## src/rtl/pmcg_pkg.sv

```systemverilog
// Package: register map, field layout and encodings of the clock control
package pmcg_pkg;

	// ----------------------------------------------------------------
	// Register map (byte addresses)
	// ----------------------------------------------------------------
	localparam logic [11:0] MODE0_CLOCK_GATES_ADDR  = 12'h040;
	localparam logic [11:0] MODE0_CLOCK_SELECT_ADDR = 12'h044;
	localparam logic [11:0] MODE1_CLOCK_GATES_ADDR  = 12'h048;
	localparam logic [11:0] MODE1_CLOCK_SELECT_ADDR = 12'h04c;
	localparam logic [11:0] ACTIVE_GATES_VIEW_ADDR  = 12'h050;
	localparam logic [11:0] ACTIVE_SELECT_VIEW_ADDR = 12'h054;
	localparam logic [11:0] POWER_MODE_ADDR         = 12'h058;

	// ----------------------------------------------------------------
	// Reset values and writable masks
	// ----------------------------------------------------------------
	localparam logic [31:0] GATES_RESET  = 32'h00021807;
	localparam logic [31:0] SELECT_RESET = 32'h2a1a0a09;
	localparam logic [31:0] GATES_MASK   = 32'h00061dff;
	localparam logic [31:0] SELECT_MASK  = 32'hff3f1f1f;
	localparam logic [1:0]  MODE_MASK    = 2'h1;

	// ----------------------------------------------------------------
	// Gate bit positions
	// ----------------------------------------------------------------
	localparam int GATE_HOST     = 0;
	localparam int GATE_MEMCTL   = 1;
	localparam int GATE_DISPLAY  = 2;
	localparam int GATE_GRAPHICS = 3;
	localparam int GATE_CSC      = 4;
	localparam int GATE_VIDEO    = 5;
	localparam int GATE_GPIO     = 6;
	localparam int GATE_SERIAL_A = 7;
	localparam int GATE_SERIAL_B = 8;
	localparam int GATE_SYNCSER  = 10;
	localparam int GATE_USB_HOST = 11;
	localparam int GATE_USB_DEV  = 12;
	localparam int GATE_MICRO    = 17;
	localparam int GATE_AUDIO    = 18;
	localparam int GATE_COUNT    = 14;

	// ----------------------------------------------------------------
	// Clock select field layout
	// ----------------------------------------------------------------
	localparam int SEL_PANEL_SINGLE = 31;
	localparam int SEL_PANEL_SRC_HI = 30;
	localparam int SEL_PANEL_SRC_LO = 29;
	localparam int SEL_PANEL_DIV_HI = 28;
	localparam int SEL_PANEL_DIV_LO = 24;
	localparam int SEL_CRT_NODBL    = 21;
	localparam int SEL_CRT_SRC      = 20;
	localparam int SEL_CRT_DIV_LO   = 16;
	localparam int SEL_MAIN_SRC     = 12;
	localparam int SEL_MAIN_DIV_LO  = 8;
	localparam int SEL_LMEM_SRC     = 4;
	localparam int SEL_LMEM_DIV_LO  = 0;

	// ----------------------------------------------------------------
	// Encodings
	// ----------------------------------------------------------------
	localparam logic [1:0] PANEL_SRC_288 = 2'h0;
	localparam logic [1:0] PANEL_SRC_336 = 2'h1;
	localparam logic [1:0] SRC_288       = 2'h0;
	localparam logic [1:0] SRC_336       = 2'h1;
	localparam logic [1:0] SRC_PLL       = 2'h2;
	localparam logic [1:0] MODE_FIRST    = 2'h0;
	localparam logic [1:0] MODE_SECOND   = 2'h1;

	// Decoded branch setting: source and full divisor
	typedef struct packed {
		logic [1:0]  src;
		logic [9:0]  divisor;
	} pmcg_branch_t;

	typedef struct packed {
		logic [31:0] gates0;
		logic [31:0] select0;
		logic [31:0] gates1;
		logic [31:0] select1;
		logic [1:0]  mode;
		logic [31:0] prdata;
		logic        pready;
		logic        pslverr;
		logic [GATE_COUNT-1:0] clkEn;
		logic        panelSingleRate;
		logic        crtNoDoubleFeed;
		pmcg_branch_t panel;
		pmcg_branch_t crt;
		pmcg_branch_t main;
		pmcg_branch_t lmem;
	} pmcg_state_t;

endpackage : pmcg_pkg

```

## src/rtl/pmcg_clock_control.sv

```systemverilog
// Power mode clock gating and clock branch selection with an APB slave
//
// Contract
// RULE_01 - Bit 31 set: panel branch single rate
// RULE_02 - Panel source 00=288, 01=336, 1x=PLL
// RULE_03 - Panel divider: 2^n, 3*2^n, 5*2^n
// RULE_04 - Bit 21 set: CRT needs no double feed
// RULE_05 - CRT source bit: 0=288, 1=336
// RULE_06 - CRT divider: 2^n then 3*2^n
// RULE_07 - Main source bit: 0=288, 1=336
// RULE_08 - Main divider uses CRT divider encoding
// RULE_09 - Gate 18 enables audio clocks
// RULE_10 - Gate 17 enables microcontroller and SRAM
// RULE_11 - Gates 12/11 enable USB device/host
// RULE_12 - Gate 10 enables both synchronous serial
// RULE_13 - Gates 8/7 enable serial ports B/A
// RULE_14 - Gate 6 enables GPIO, PWM, two-wire
// RULE_15 - Gates 5/4 enable video input, CSC
// RULE_16 - Gates 3/2 enable graphics, display
// RULE_17 - Gates 1/0 enable memory, host/DMA
// RULE_18 - Gate registers reset to 0x00021807
// RULE_19 - Clock registers reset to 0x2A1A0A09
// RULE_20 - Local memory source/divider as main
// RULE_21 - Reserved bits read zero, ignore writes
// RULE_22 - Active mode's registers are applied
// RULE_23 - Current views mirror active mode
// RULE_24 - Software waits 16 ms between source changes
//
// Decided for this implementation: the APB slave port.
`timescale 1ns/1ps

module pmcg_clock_control #(
	parameter int ADDR_W = 12
) (
	// Clock and reset
	input  wire logic                      ref_clk,
	input  wire logic                      rst_n,
	// APB slave
	input  wire logic                      psel,
	input  wire logic                      penable,
	input  wire logic                      pwrite,
	input  wire logic [ADDR_W-1:0]         paddr,
	input  wire logic [31:0]               pwdata,
	input  wire logic [3:0]                pstrb,
	output logic      [31:0]               prdata,
	output logic                           pready,
	output logic                           pslverr,
	// Per-function clock enables
	output logic [pmcg_pkg::GATE_COUNT-1:0] clkEn,
	// Branch settings of the active mode
	output logic                           panelSingleRate,
	output logic                           crtNoDoubleFeed,
	output pmcg_pkg::pmcg_branch_t         panelBranch,
	output pmcg_pkg::pmcg_branch_t         crtBranch,
	output pmcg_pkg::pmcg_branch_t         mainBranch,
	output pmcg_pkg::pmcg_branch_t         lmemBranch,
	output logic [1:0]                     activeMode
);

	// ----------------------------------------------------------------
	// Decoders
	// ----------------------------------------------------------------
	// Four-bit divider: 2^n for n<8, 3*2^n above
	function automatic logic [9:0] div4(input logic [3:0] code);
		logic [9:0] base;
		base = code[3] ? 10'h003 : 10'h001;
		div4 = base << code[2:0];
	endfunction : div4

	// Five-bit panel divider adds a 5*2^n group; codes above it act as 1
	function automatic logic [9:0] div5(input logic [4:0] code);
		logic [9:0] base;
		unique case (code[4:3])
			2'h0:    base = 10'h001;
			2'h1:    base = 10'h003;
			2'h2:    base = 10'h005;
			default: base = 10'h001;
		endcase
		div5 = (code[4:3] == 2'h3) ? 10'h001 : (base << code[2:0]);
	endfunction : div5

	function automatic logic [1:0] srcBit(input logic b);
		srcBit = b ? pmcg_pkg::SRC_336 : pmcg_pkg::SRC_288;
	endfunction : srcBit

	// Byte-lane merge limited to writable bits
	function automatic logic [31:0] merge(input logic [31:0] old,
			input logic [31:0] wd, input logic [3:0] strb,
			input logic [31:0] mask);
		logic [31:0] lanes;
		lanes = {{8{strb[3]}}, {8{strb[2]}}, {8{strb[1]}}, {8{strb[0]}}};
		merge = ((old & ~lanes) | (wd & lanes)) & mask;
	endfunction : merge

	// ----------------------------------------------------------------
	// State
	// ----------------------------------------------------------------
	pmcg_pkg::pmcg_state_t state_q;
	pmcg_pkg::pmcg_state_t state_d;

	logic [31:0] actGates;
	logic [31:0] actSelect;
	logic        access;
	logic        wrEn;
	logic [11:0] addr;

	always_comb begin
		addr   = 12'(paddr);
		access = psel & penable & ~state_q.pready;
		wrEn   = access & pwrite;
		// Active mode picks which pair drives the branches
		actGates  = (state_q.mode == pmcg_pkg::MODE_SECOND) ?
				state_q.gates1 : state_q.gates0; // RULE_22
		actSelect = (state_q.mode == pmcg_pkg::MODE_SECOND) ?
				state_q.select1 : state_q.select0; // RULE_22

		state_d         = state_q;
		state_d.pready  = access;
		state_d.pslverr = 1'b0;
		state_d.prdata  = 32'h00000000;

		if (access) begin
			unique case (addr)
				pmcg_pkg::MODE0_CLOCK_GATES_ADDR: begin
					state_d.prdata = state_q.gates0;
					if (wrEn)
						state_d.gates0 = merge(state_q.gates0, pwdata,
								pstrb, pmcg_pkg::GATES_MASK); // RULE_21
				end
				pmcg_pkg::MODE0_CLOCK_SELECT_ADDR: begin
					state_d.prdata = state_q.select0;
					if (wrEn)
						state_d.select0 = merge(state_q.select0, pwdata,
								pstrb, pmcg_pkg::SELECT_MASK); // RULE_21
				end
				pmcg_pkg::MODE1_CLOCK_GATES_ADDR: begin
					state_d.prdata = state_q.gates1;
					if (wrEn)
						state_d.gates1 = merge(state_q.gates1, pwdata,
								pstrb, pmcg_pkg::GATES_MASK); // RULE_21
				end
				pmcg_pkg::MODE1_CLOCK_SELECT_ADDR: begin
					state_d.prdata = state_q.select1;
					if (wrEn)
						state_d.select1 = merge(state_q.select1, pwdata,
								pstrb, pmcg_pkg::SELECT_MASK); // RULE_21
				end
				pmcg_pkg::ACTIVE_GATES_VIEW_ADDR: begin
					state_d.prdata  = actGates; // RULE_23
					state_d.pslverr = pwrite;
				end
				pmcg_pkg::ACTIVE_SELECT_VIEW_ADDR: begin
					state_d.prdata  = actSelect; // RULE_23
					state_d.pslverr = pwrite;
				end
				pmcg_pkg::POWER_MODE_ADDR: begin
					state_d.prdata = {30'h0, state_q.mode};
					// Only two modes exist here; sleep is handled elsewhere
					if (wrEn && pstrb[0])
						state_d.mode = pwdata[1:0] & pmcg_pkg::MODE_MASK;
				end
				default: state_d.pslverr = 1'b1;
			endcase
		end

		// Gate outputs, compacted in bit order
		state_d.clkEn = {
			actGates[pmcg_pkg::GATE_AUDIO],     // RULE_09
			actGates[pmcg_pkg::GATE_MICRO],     // RULE_10
			actGates[pmcg_pkg::GATE_USB_DEV],   // RULE_11
			actGates[pmcg_pkg::GATE_USB_HOST],  // RULE_11
			actGates[pmcg_pkg::GATE_SYNCSER],   // RULE_12
			actGates[pmcg_pkg::GATE_SERIAL_B],  // RULE_13
			actGates[pmcg_pkg::GATE_SERIAL_A],  // RULE_13
			actGates[pmcg_pkg::GATE_GPIO],      // RULE_14
			actGates[pmcg_pkg::GATE_VIDEO],     // RULE_15
			actGates[pmcg_pkg::GATE_CSC],       // RULE_15
			actGates[pmcg_pkg::GATE_GRAPHICS],  // RULE_16
			actGates[pmcg_pkg::GATE_DISPLAY],   // RULE_16
			actGates[pmcg_pkg::GATE_MEMCTL],    // RULE_17
			actGates[pmcg_pkg::GATE_HOST]       // RULE_17
		};

		state_d.panelSingleRate =
				actSelect[pmcg_pkg::SEL_PANEL_SINGLE]; // RULE_01
		state_d.panel.src = actSelect[pmcg_pkg::SEL_PANEL_SRC_HI] ?
				pmcg_pkg::SRC_PLL :
				srcBit(actSelect[pmcg_pkg::SEL_PANEL_SRC_LO]); // RULE_02
		state_d.panel.divisor = div5(actSelect[pmcg_pkg::SEL_PANEL_DIV_HI:
				pmcg_pkg::SEL_PANEL_DIV_LO]); // RULE_03
		state_d.crtNoDoubleFeed =
				actSelect[pmcg_pkg::SEL_CRT_NODBL]; // RULE_04
		state_d.crt.src = srcBit(actSelect[pmcg_pkg::SEL_CRT_SRC]); // RULE_05
		state_d.crt.divisor =
				div4(actSelect[pmcg_pkg::SEL_CRT_DIV_LO+:4]); // RULE_06
		state_d.main.src = srcBit(actSelect[pmcg_pkg::SEL_MAIN_SRC]); // RULE_07
		state_d.main.divisor =
				div4(actSelect[pmcg_pkg::SEL_MAIN_DIV_LO+:4]); // RULE_08
		state_d.lmem.src = srcBit(actSelect[pmcg_pkg::SEL_LMEM_SRC]); // RULE_20
		state_d.lmem.divisor =
				div4(actSelect[pmcg_pkg::SEL_LMEM_DIV_LO+:4]); // RULE_20
	end

	// ----------------------------------------------------------------
	// Registers
	// ----------------------------------------------------------------
	// Branch outputs lag register writes by one cycle; software must
	// still space source changes itself since nothing here enforces it
	always_ff @(posedge ref_clk) begin
		if (!rst_n) begin
			state_q                 <= '0;
			state_q.gates0          <= pmcg_pkg::GATES_RESET;  // RULE_18
			state_q.gates1          <= pmcg_pkg::GATES_RESET;  // RULE_18
			state_q.select0         <= pmcg_pkg::SELECT_RESET; // RULE_19
			state_q.select1         <= pmcg_pkg::SELECT_RESET; // RULE_19
			state_q.mode            <= pmcg_pkg::MODE_FIRST;
			state_q.clkEn           <= 14'h1c07;
			state_q.panel.src       <= pmcg_pkg::PANEL_SRC_336;
			state_q.panel.divisor   <= 10'h00c;
			state_q.crtNoDoubleFeed <= 1'b0;
			state_q.crt.src         <= pmcg_pkg::SRC_336;
			state_q.crt.divisor     <= 10'h00c;
			state_q.main.src        <= pmcg_pkg::SRC_288;
			state_q.main.divisor    <= 10'h00c;
			state_q.lmem.src        <= pmcg_pkg::SRC_288;
			state_q.lmem.divisor    <= 10'h006;
		end else begin
			state_q <= state_d;
		end
	end

	// ----------------------------------------------------------------
	// Outputs
	// ----------------------------------------------------------------
	assign prdata          = state_q.prdata;
	assign pready          = state_q.pready;
	assign pslverr         = state_q.pslverr;
	assign clkEn           = state_q.clkEn;
	assign panelSingleRate = state_q.panelSingleRate;
	assign crtNoDoubleFeed = state_q.crtNoDoubleFeed;
	assign panelBranch     = state_q.panel;
	assign crtBranch       = state_q.crt;
	assign mainBranch      = state_q.main;
	assign lmemBranch      = state_q.lmem;
	assign activeMode      = state_q.mode;

endmodule : pmcg_clock_control

```

## config.mk

```make
export PLATFORM = sky130hd
export DESIGN_NAME = pmcg_clock_control
export DESIGN_NICKNAME = d
export VERILOG_FILES = /design/src/rtl/pmcg_pkg.sv /design/src/rtl/pmcg_clock_control.sv
export SDC_FILE = /design/constraint.sdc
export NUM_CORES = 1
export LEC_CHECK = 0
export BUFFER_PORTS_ARGS = -buffer_cell sky130_fd_sc_hd__buf_2
export CAP_MARGIN = 15
export CORE_MARGIN = 4
export CORE_UTILIZATION = 30
export DETAILED_ROUTE_END_ITERATION = 16
export PLACE_DENSITY = 0.54
export SLEW_MARGIN = 20
export SYNTH_ARGS = -nofsm -noshare
export SYNTH_HDL_FRONTEND = slang
export SYNTH_SLANG_ARGS = --single-unit
```

## constraint.sdc

```tcl
create_clock -name ref_clk -period 3.9 [get_ports ref_clk]
set_input_delay 0.195 -clock ref_clk [delete_from_list [all_inputs] [get_ports ref_clk]]
set_output_delay 0.195 -clock ref_clk [all_outputs]
set_load 0.05 [all_outputs]
```

==> results of run 1 <==
==> area by class of cell <==
type,instances,area (um2),area share [%]
Antenna cell,1,2.50,0.0295
Clock buffer,21,480,5.66
Clock inverter,11,148,1.74
Inverter,15,56.3,0.663
Multi-Input combinational cell,503,3370,39.7
Sequential cell,164,3280,38.7
Tap cell,330,413,4.86
Timing Repair Buffer,143,738,8.69
==> worst paths after layout <==
kind                      start  cells past startpoint        endpoint  slack, ps
setup / recovery  activeMode[0]                      5  panelBranch[3]       1610
hold / removal        pwdata[0]                      3   activeMode[0]         40
setup reg to reg  activeMode[0]                      5  panelBranch[3]       1610
hold reg to reg        register                      2        register        470
==> synthesized netlist by cell type (5+ instances only) <==
master	count
clkbuf_1	28
nor2_1	30
o311ai_0	8
buf_6	5
nand3_1	35
o21ai_0	45
dfxtp_1	164
buf_4	101
a311o_1	5
nor3_1	18
buf_2	7
a21oi_2	20
nor2b_1	35
a21oi_1	6
inv_1	15
mux2_2	15
nand2_1	102
o211ai_1	22
mux2i_1	80
==> stage by stage <==
| stage | power (mW) | hold WS, ps | cell area [um2] | worst slack (ps) |
|---|---|---|---|---|
| 5_1_grt | 3.73 | 36.0 | 8490 | 1370 |
| 3_5_place_dp | 1.88 | 464 | 7860 | 1630 |
| 3_3_place_gp | 1.88 | 458 | 7860 | 1650 |
| 4_1_cts | 3.66 | 25.0 | 8490 | 1620 |
| 6_report | 3.61 | 41.5 | 8490 | 1610 |
| 2_1_floorplan | 1.83 | 337 | 7670 | 2100 |
==> where the power goes <==
part,total (mW),switching (mW),internal (mW)
clock,1.77,0.697,1.08
combinational,0.163,0.116,0.0470
sequential,1.68,0.000598,1.68
total,3.61,0.814,2.80
==> routing by layer <==
metal	wire length [um]	up-vias
li1	-	2794
met1	9750	2662
met4	356	2
met3	919	24
met5	13	-
met2	8930	153
==> worst max-delay path, delay by kind of cell (launching register included) <==
family / cells / cell delay (ps)
AO/OA/AOI/OAI: 2 / 300
multiplexers: 2 / 780
buffers and inverters: 1 / 410
flip-flops: 1 / 600
==> logic make-up (layout without fill, tap and decap cells) <==
family,Yosys count,count (layout)
buf+inv,157,190
mux,97,97
flops,164,164
simple gates,261,261
compound gates,133,133
other cells,1,13
==> summary.txt, run 1 <==
critical path endpoint category - register
CTS Hold Buffers Added - 0
Req. time, crit path - 4150 ps
Max Slew Vio Count - 0
Distinct cells, synth - 60
Area contributors post-synth - dfxtp_1, mux2i_1, buf_4
complex-gate fraction of the synthesized area - 12.2%
Boundary Pins - 153
actual slew at the worst max-slew pin - 1020 ps
Max rail drop VDD - 0.173 mV
relative slew slack - 32.1%
final-report hold violation count - 0
1st-iter DRT viols - 451
RSZ-0062 raised after global routing - false
Slowest-stage cell, CP - dfxtp_2
mux contribution to synthesized area - 13.3%
power density over cell area - 425 nW/um2
drt total wl - 20.0 mm
DR pass1 iterations - 5
post-synthesis simple-gate area fraction - 18.2%
Area growth syn-to-layout - 11.3%
GRT Resource Usage Total - 14.1%
most frequent cells in the layout - dfxtp_1, buf_2, nand2_1
starting density of the core - 30.4%
Post-DRT Antenna Nets - 0
Die Area - 28,000 um2
Inst Count DP - 1,155
min cycle time layout - 2290 ps
Post-Synth XOR/XNOR Area - 0%
layout cell share with drive strength beyond 1 - 27.0%
Core Footprint - 25,100 um2
post-synth top area cell - dfxtp_1
CP max FO - 19
CTS tree - built
CP Cell Sequence - buf_4 -> mux2i_1 -> mux2i_1 -> o21ai_0 -> o21ai_0
met1 global-route usage - 19.5%
Fillers - 2,653
total congestion overflow - 0
Die Wd - 167 um
syn_area_per_cell - 9.38 um2
Root Driver - clkbuf_16
via count - 5,635
clock buffer count from CTS - 17
HPWL Detailed - 13.8 mm
routability cong. - 0.793
DRC errors left - 0
GR Util met2 - 21.9%
vias in the first global route - 5,642
Warnings, synthesis - 0
antenna violations before repair - 2
CP startpoint kind - register
worst-skew pair later-pin latency - 420 ps
drt via density - 4.74
Rows - 58
pin count of the biggest net entering global routing - 104
#FFs+latches synth - 164
adder-cell share of the synthesized area - 0%
Setup-failing EPs final - 0
Sink Count - 164
Setup TNS Final - 0 ps
Post-synth ARST share - 0%
EDFF count, synth - 0
busiest grt layer - met2
post-synthesis cell count - 813
Die Span Y - 167 um
CTS Buffer Depth - 2
clock slew at reported path FFs - 70 ps
Worst Clk Skew - 11.8 ps
mapped cell area - 7630 um2
Post-synth top flop - dfxtp_1
Setup Buffers After CTS - 0
Yosys top cell area share - 43.0%
sequential share of the synthesized area - 43.0%
Hold WC Path Type - input pin to register
slowest cell delay on critical path - 600 ps
largest family of logic cells by synthesized area - simple AND/OR/NAND/NOR gates
Core Util, Final - 33.8%
non-filler cells, final - 1,188
WS Path Type - register to register
CTS H-tree depth - 4
nets@finish - 897
GR Util met3 - 3.21%
period utilization - 58.8%
status - completed
Resized Gates After CTS - 0
Max Cap Viol - 0
crit path DAT - 2550 ps
IO buf count - 135
most common cell after layout, fill and taps aside - dfxtp_1
static leakage - 3.28 nW
WL/cell - 16.8 um
first-pass GRT wire length - 31.4 mm
Peak Freq - 0.436 GHz
Note: power is estimated with default switching activity, not from simulation.
==> run 2, diff against run 1 <==
==> constraint.sdc (replaced) <==
create_clock -name ref_clk -period 2.3 [get_ports ref_clk]
set_input_delay 0.115 -clock ref_clk [delete_from_list [all_inputs] [get_ports ref_clk]]
set_output_delay 0.115 -clock ref_clk [all_outputs]
set_load 0.05 [all_outputs]
==> run 2 against run 1 <==
Sequential share of layout area fell by 1.4 points. Worst setup slack worse by 1200 ps. Combinational power up 90%. Count of clock-buffer cells in the layout shrank 2. Fmax grew 21%. Routed wire length barely moved. Clock power grew 59%. Cell count is 3.0% higher. Largest power group is now registers. Highest routed layer unchanged.
==> summary.txt, run 2 (synthesized netlist as in run 1, its figures left out) <==
status - completed
starting density of the core - 30.4% (unchanged)
critical path endpoint category - register
WL/cell - 16.3 um (-2.9%)
depth of the worst hold-timing path - 3 (unchanged)
Max rail drop VDD - 0.379 mV (+120%)
CTS tree - built
power density over cell area - 677 nW/um2 (+59%)
Rows - 58 (unchanged)
# diodes - 0 (-1)
final instance area - 8800 um2 (+3.6%)
R2R setup slack - 400 ps (-1200 ps)
most frequent cells in the layout - dfxtp_1, buf_2, nand2_1
Slowest-stage cell, CP - mux2i_1
Boundary Pins - 153 (unchanged)
CTS Buffer Depth - 2 (unchanged)
Die Span Y - 167 um (unchanged)
placed cell area - 8040 um2 (+2.2%)
period utilization - 82.5% (+24 points)
RSZ-0062 raised after global routing - false
Max Slew Vio Count - 0 (unchanged)
Core Footprint - 25,100 um2 (unchanged)
WS Path Type - register to register
CP bufs+invs - 1 (unchanged)
relative slew slack - 48.3% (+16 points)
DRC errors left - 0 (unchanged)
Comb power frac - 5.2% (+0.7 points)
min cycle time layout - 1900 ps (-396 ps)
nets@finish - 934 (+4.1%)
CTS H-tree depth - 4 (unchanged)
FF-to-FF path depth - 5 (unchanged)
Worst Clk Skew - 8.76 ps (-3.00 ps)
Max Cap Viol - 0 (unchanged)
slowest cell delay on critical path - 570 ps (-30 ps)
1st-iter DRT viols - 462 (+2.4%)
layout cell share with drive strength beyond 1 - 27.7% (+0.79 points)
DR pass1 iterations - 5 (unchanged)
Post-DRT Antenna Nets - 0 (unchanged)
CP delay by family, top - multiplexers
final-report hold violation count - 0 (unchanged)
static leakage - 3.44 nW (+5.0%)
vias in the first global route - 5,761 (+2.1%)
crit path DAT - 2150 ps (-400 ps)
total congestion overflow - 0 (unchanged)
clock buffer count from CTS - 17 (unchanged)
cell-internal power - 4.57 mW (+63%)
Hold WC Path Type - input pin to register
Area growth syn-to-layout - 15.4%
Root Driver - clkbuf_16
CTS Hold Buffers Added - 19 (+19)
Req. time, crit path - 2550 ps (-1600 ps)
NetSw - 1.39 mW (+71%)
Resized Gates After CTS - 0 (unchanged)
CP startpoint kind - register
reg-to-reg critical path startpoint - activeMode[0]
worst-skew pair later-pin latency - 430 ps (about the same)
CP Cell Sequence - buf_12 -> mux2i_1 -> mux2i_1 -> o21ai_0 -> o21ai_0
sequential power share - 47.7% (+1.3 points)
Die Area - 28,000 um2 (unchanged)
Min Hold Slack - 12.7 ps (-28.8 ps)
most common cell after layout, fill and taps aside - dfxtp_1
Peak Freq - 0.527 GHz (+21%)
HPWL Detailed - 13.9 mm (+0.81%)
drt total wl - 20.0 mm (about the same)
CP max FO - 34 (+15)
hold path startpoint - pwdata[20]
via count - 5,785 (+2.7%)
actual slew at the worst max-slew pin - 775 ps (-244 ps)
Die Wd - 167 um (unchanged)
Setup TNS Final - 0 ps (unchanged)
Clock Power Share - 47.1% (-2.0 points)
Setup Buffers After CTS - 0 (unchanged)
Sink Count - 164 (unchanged)
drt via density - 4.73 (-0.36%)
Sw Ratio - 23.3% (+0.81 points)
IO buf count - 135 (unchanged)
antenna violations before repair - 2 (unchanged)
Setup-failing EPs final - 0 (unchanged)
first-pass GRT wire length - 32.3 mm (+2.9%)
pin count of the biggest net entering global routing - 149 (+43%)
Crit Reg-Reg Endpoint - panelBranch[3]
routability cong. - 0.771 (-2.7%)
GRT Resource Usage Total - 14.5% (+0.32 points)
clock slew at reported path FFs - 70 ps (about the same)
## run 2: how the worst max path moves through the flow
stage	startpoint	to	slack, ps	cells after the start
after floorplan	pready	register	500	5
after global placement	paddr[4]	register	390	5
after detailed placement	paddr[4]	register	350	5
after CTS	pready	register	390	4
after global routing	pready	register	110	4
final	activeMode[0]	panelBranch[3]	400	5
## run 2: worst reg2reg max path, stage by stage, from the launching register on
cell,delay (ps)
dfxtp_2,360
buf_12,240
mux2i_1,590
mux2i_1,220
o21ai_0,180
o21ai_0,130
## run 2: layout make-up
cell class,instances,area (um2)
repair buffers,180,1100
multi-input cells,503,3370
clock buffers,19,443
well taps,330,413
flip-flops and latches,164,3280
clock inverters,13,134
fillers,2599,16300
inverters,15,56.3
## run 2: stage by stage
step | utilization [%] | power [mW] | instances | setup slack, ps
6_report | 35.1 | 5.96 | 1224 | 402
3_3_place_gp | 32.0 | 3.19 | 1173 | 393
4_1_cts | 35.1 | 6.04 | 1224 | 390
5_1_grt | 35.1 | 6.17 | 1224 | 112
2_1_floorplan | - | 3.10 | 824 | 501
3_5_place_dp | 32.0 | 3.19 | 1173 | 349
## run 2: routing by layer
layer / vias up / track usage (%) / wire [um]
met5: - / 0 / 21
met4: 4 / 4.06 / 347
met3: 27 / 4.18 / 1130
met2: 152 / 22.8 / 9180
met1: 2752 / 19.4 / 9310
li1: 2850 / - / -
## run 2: power by group through the flow
stage	Clock (mW)	Sequential (mW)	Combinational, mW
final	2.81	2.84	0.310
after detailed placement	0	2.91	0.284
after CTS	2.88	2.84	0.312
after floorplan	0	2.91	0.194
after global routing	3.00	2.84	0.337
after global placement	0	2.91	0.283
==> run 3, diff against run 2 <==
==> constraint.sdc (replaced) <==
create_clock -name ref_clk -period 1.9 [get_ports ref_clk]
set_input_delay 0.095 -clock ref_clk [delete_from_list [all_inputs] [get_ports ref_clk]]
set_output_delay 0.095 -clock ref_clk [all_outputs]
set_load 0.05 [all_outputs]
==> run 3 against run 2 <==
Global-route usage increased by 0.062 points. Total power is 28% higher. Worst hold slack improved by 2.9 ps. Cell count rose by 2.5%. Critical path depth did not move. Flip-flop and latch count is the same. Via count rose by 0.64%. Cell area increased by 3.9%. Count of clock-buffer cells in the layout increased by 4. First-iteration DRC count shrank 4.5%. Die area is the same. Largest cell class unchanged. Largest power group is now the clock network.
==> summary.txt, run 3 (synthesized netlist as in run 1, its figures left out) <==
CP max FO - 13 (-62%)
Area growth syn-to-layout - 19.9%
WL/cell - 16.1 um (-1.2%)
total power - 7.62 mW (+28%)
Setup-failing EPs final - 0 (unchanged)
Die Wd - 167 um (unchanged)
# diodes - 0 (unchanged)
Max Slew Vio Count - 0 (unchanged)
Die Area - 28,000 um2 (unchanged)
Worst Clk Skew - 11.9 ps (+3.13 ps)
Boundary Pins - 153 (unchanged)
crit path DAT - 2060 ps (-90 ps)
Peak Freq - 0.582 GHz (+10%)
routability cong. - 0.793 (+2.8%)
DR pass1 iterations - 5 (unchanged)
M1 WL - 9.66 mm (+3.8%)
CP startpoint kind - register
via count - 5,822 (+0.64%)
pin count of the biggest net entering global routing - 79 (-47%)
Hold WC Path Type - input pin to register
total congestion overflow - 0 (unchanged)
Setup Buffers After CTS - 0 (unchanged)
met2 WL - 9.19 mm (+0.20%)
vias in the first global route - 5,956 (+3.4%)
DRC errors left - 0 (unchanged)
final-report hold violation count - 0 (unchanged)
Max rail drop VDD - 0.515 mV (+36%)
Sink Count - 164 (unchanged)
CTS H-tree depth - 4 (unchanged)
starting density of the core - 30.4% (unchanged)
top layer in use - met5
Rows - 58 (unchanged)
min cycle time layout - 1720 ps (-180 ps)
IO buf count - 135 (unchanged)
Post-DRT Antenna Nets - 0 (unchanged)
nets@finish - 965 (+3.3%)
period utilization - 90.4% (+7.9 points)
Root Driver - clkbuf_16
GRT Resource Usage Total - 14.5% (+0.062 points)
layout cell share with drive strength beyond 1 - 30.0% (+2.2 points)
most common cell after layout, fill and taps aside - dfxtp_1
clock buffer count from CTS - 17 (unchanged)
Setup TNS Final - 0 ps (unchanged)
met3 wire len - 1.13 mm (-0.18%)
critical path endpoint category - register
RSZ-0062 raised after global routing - false
Min Hold Slack - 15.6 ps (+2.92 ps)
1st-iter DRT viols - 441 (-4.5%)
status - completed
Req. time, crit path - 2240 ps (-310 ps)
power density over cell area - 833 nW/um2 (+23%)
HPWL Detailed - 14.6 mm (+5.5%)
Die Span Y - 167 um (unchanged)
CTS Buffer Depth - 2 (unchanged)
Max Cap Viol - 0 (unchanged)
antenna violations before repair - 1 (-1)
static leakage - 3.63 nW (+5.5%)
most frequent cells in the layout - dfxtp_1, buf_2, nand2_1
first-pass GRT wire length - 32.6 mm (+0.96%)
Core Footprint - 25,100 um2 (unchanged)
CTS tree - built
drt via density - 4.64 (-1.8%)
WS Path Type - register to register
worst-skew pair later-pin latency - 420 ps (about the same)
clock slew at reported path FFs - 60 ps (about the same)
drt total wl - 20.2 mm (+1.3%)
-- run 3: path summary, 6_finish.rpt --
kind,slack [ps],cells after the start,endpoint,startpoint
max,180,5,panelBranch[3],activeMode[0]
min,20,3,register,pwdata[18]
min reg2reg,470,2,register,register
max reg2reg,180,5,panelBranch[3],activeMode[0]
-- run 3: worst max-delay path, stage by stage, from the launching register on --
cell,delay (ps)
dfxtp_2,430
buf_12,180
mux2_2,420
mux2i_2,240
o21ai_0,170
o21ai_0,200
-- run 3: cell type report --
class | instances | area, um2
clock inverter | 8 | 145
timing repair buffer | 211 | 1370
inverter | 15 | 56.3
clock buffer | 23 | 508
sequential | 164 | 3280
multi-input combinational | 503 | 3380
fill | 2614 | 16000
tap | 330 | 413
-- run 3: per-layer routing --
metal | vias to the layer above | GRT usage (%)
met4 | 2 | 3.39
li1 | 2913 | -
met2 | 181 | 22.9
met5 | - | 0
met3 | 17 | 3.75
met1 | 2709 | 20.0
-- run 3: what timing repair did --
item                                   CTS  global route
resized for setup                        0             1
hold buffers                            22             0
setup endpoints to repair                0             1
endpoints found under the hold margin   46             0
-- run 3: power by group --
group	leakage [nW]	total (mW)	switching (mW)	internal, mW
clock	0.317	3.78	1.38	2.40
combinational	1.99	0.397	0.250	0.147
sequential	1.32	3.44	0.00124	3.44
-- run 3: metrics by stage --
step                util, %  std cells  area, um2  worst slack [ps]
global placement       32.9       1201       8270               148
finish                 36.4       1254       9150               182
CTS                    36.4       1254       9150               141
floorplan                 -        824       7670               101
global route           36.4       1254       9150              10.7
detailed placement     32.9       1201       8270               120
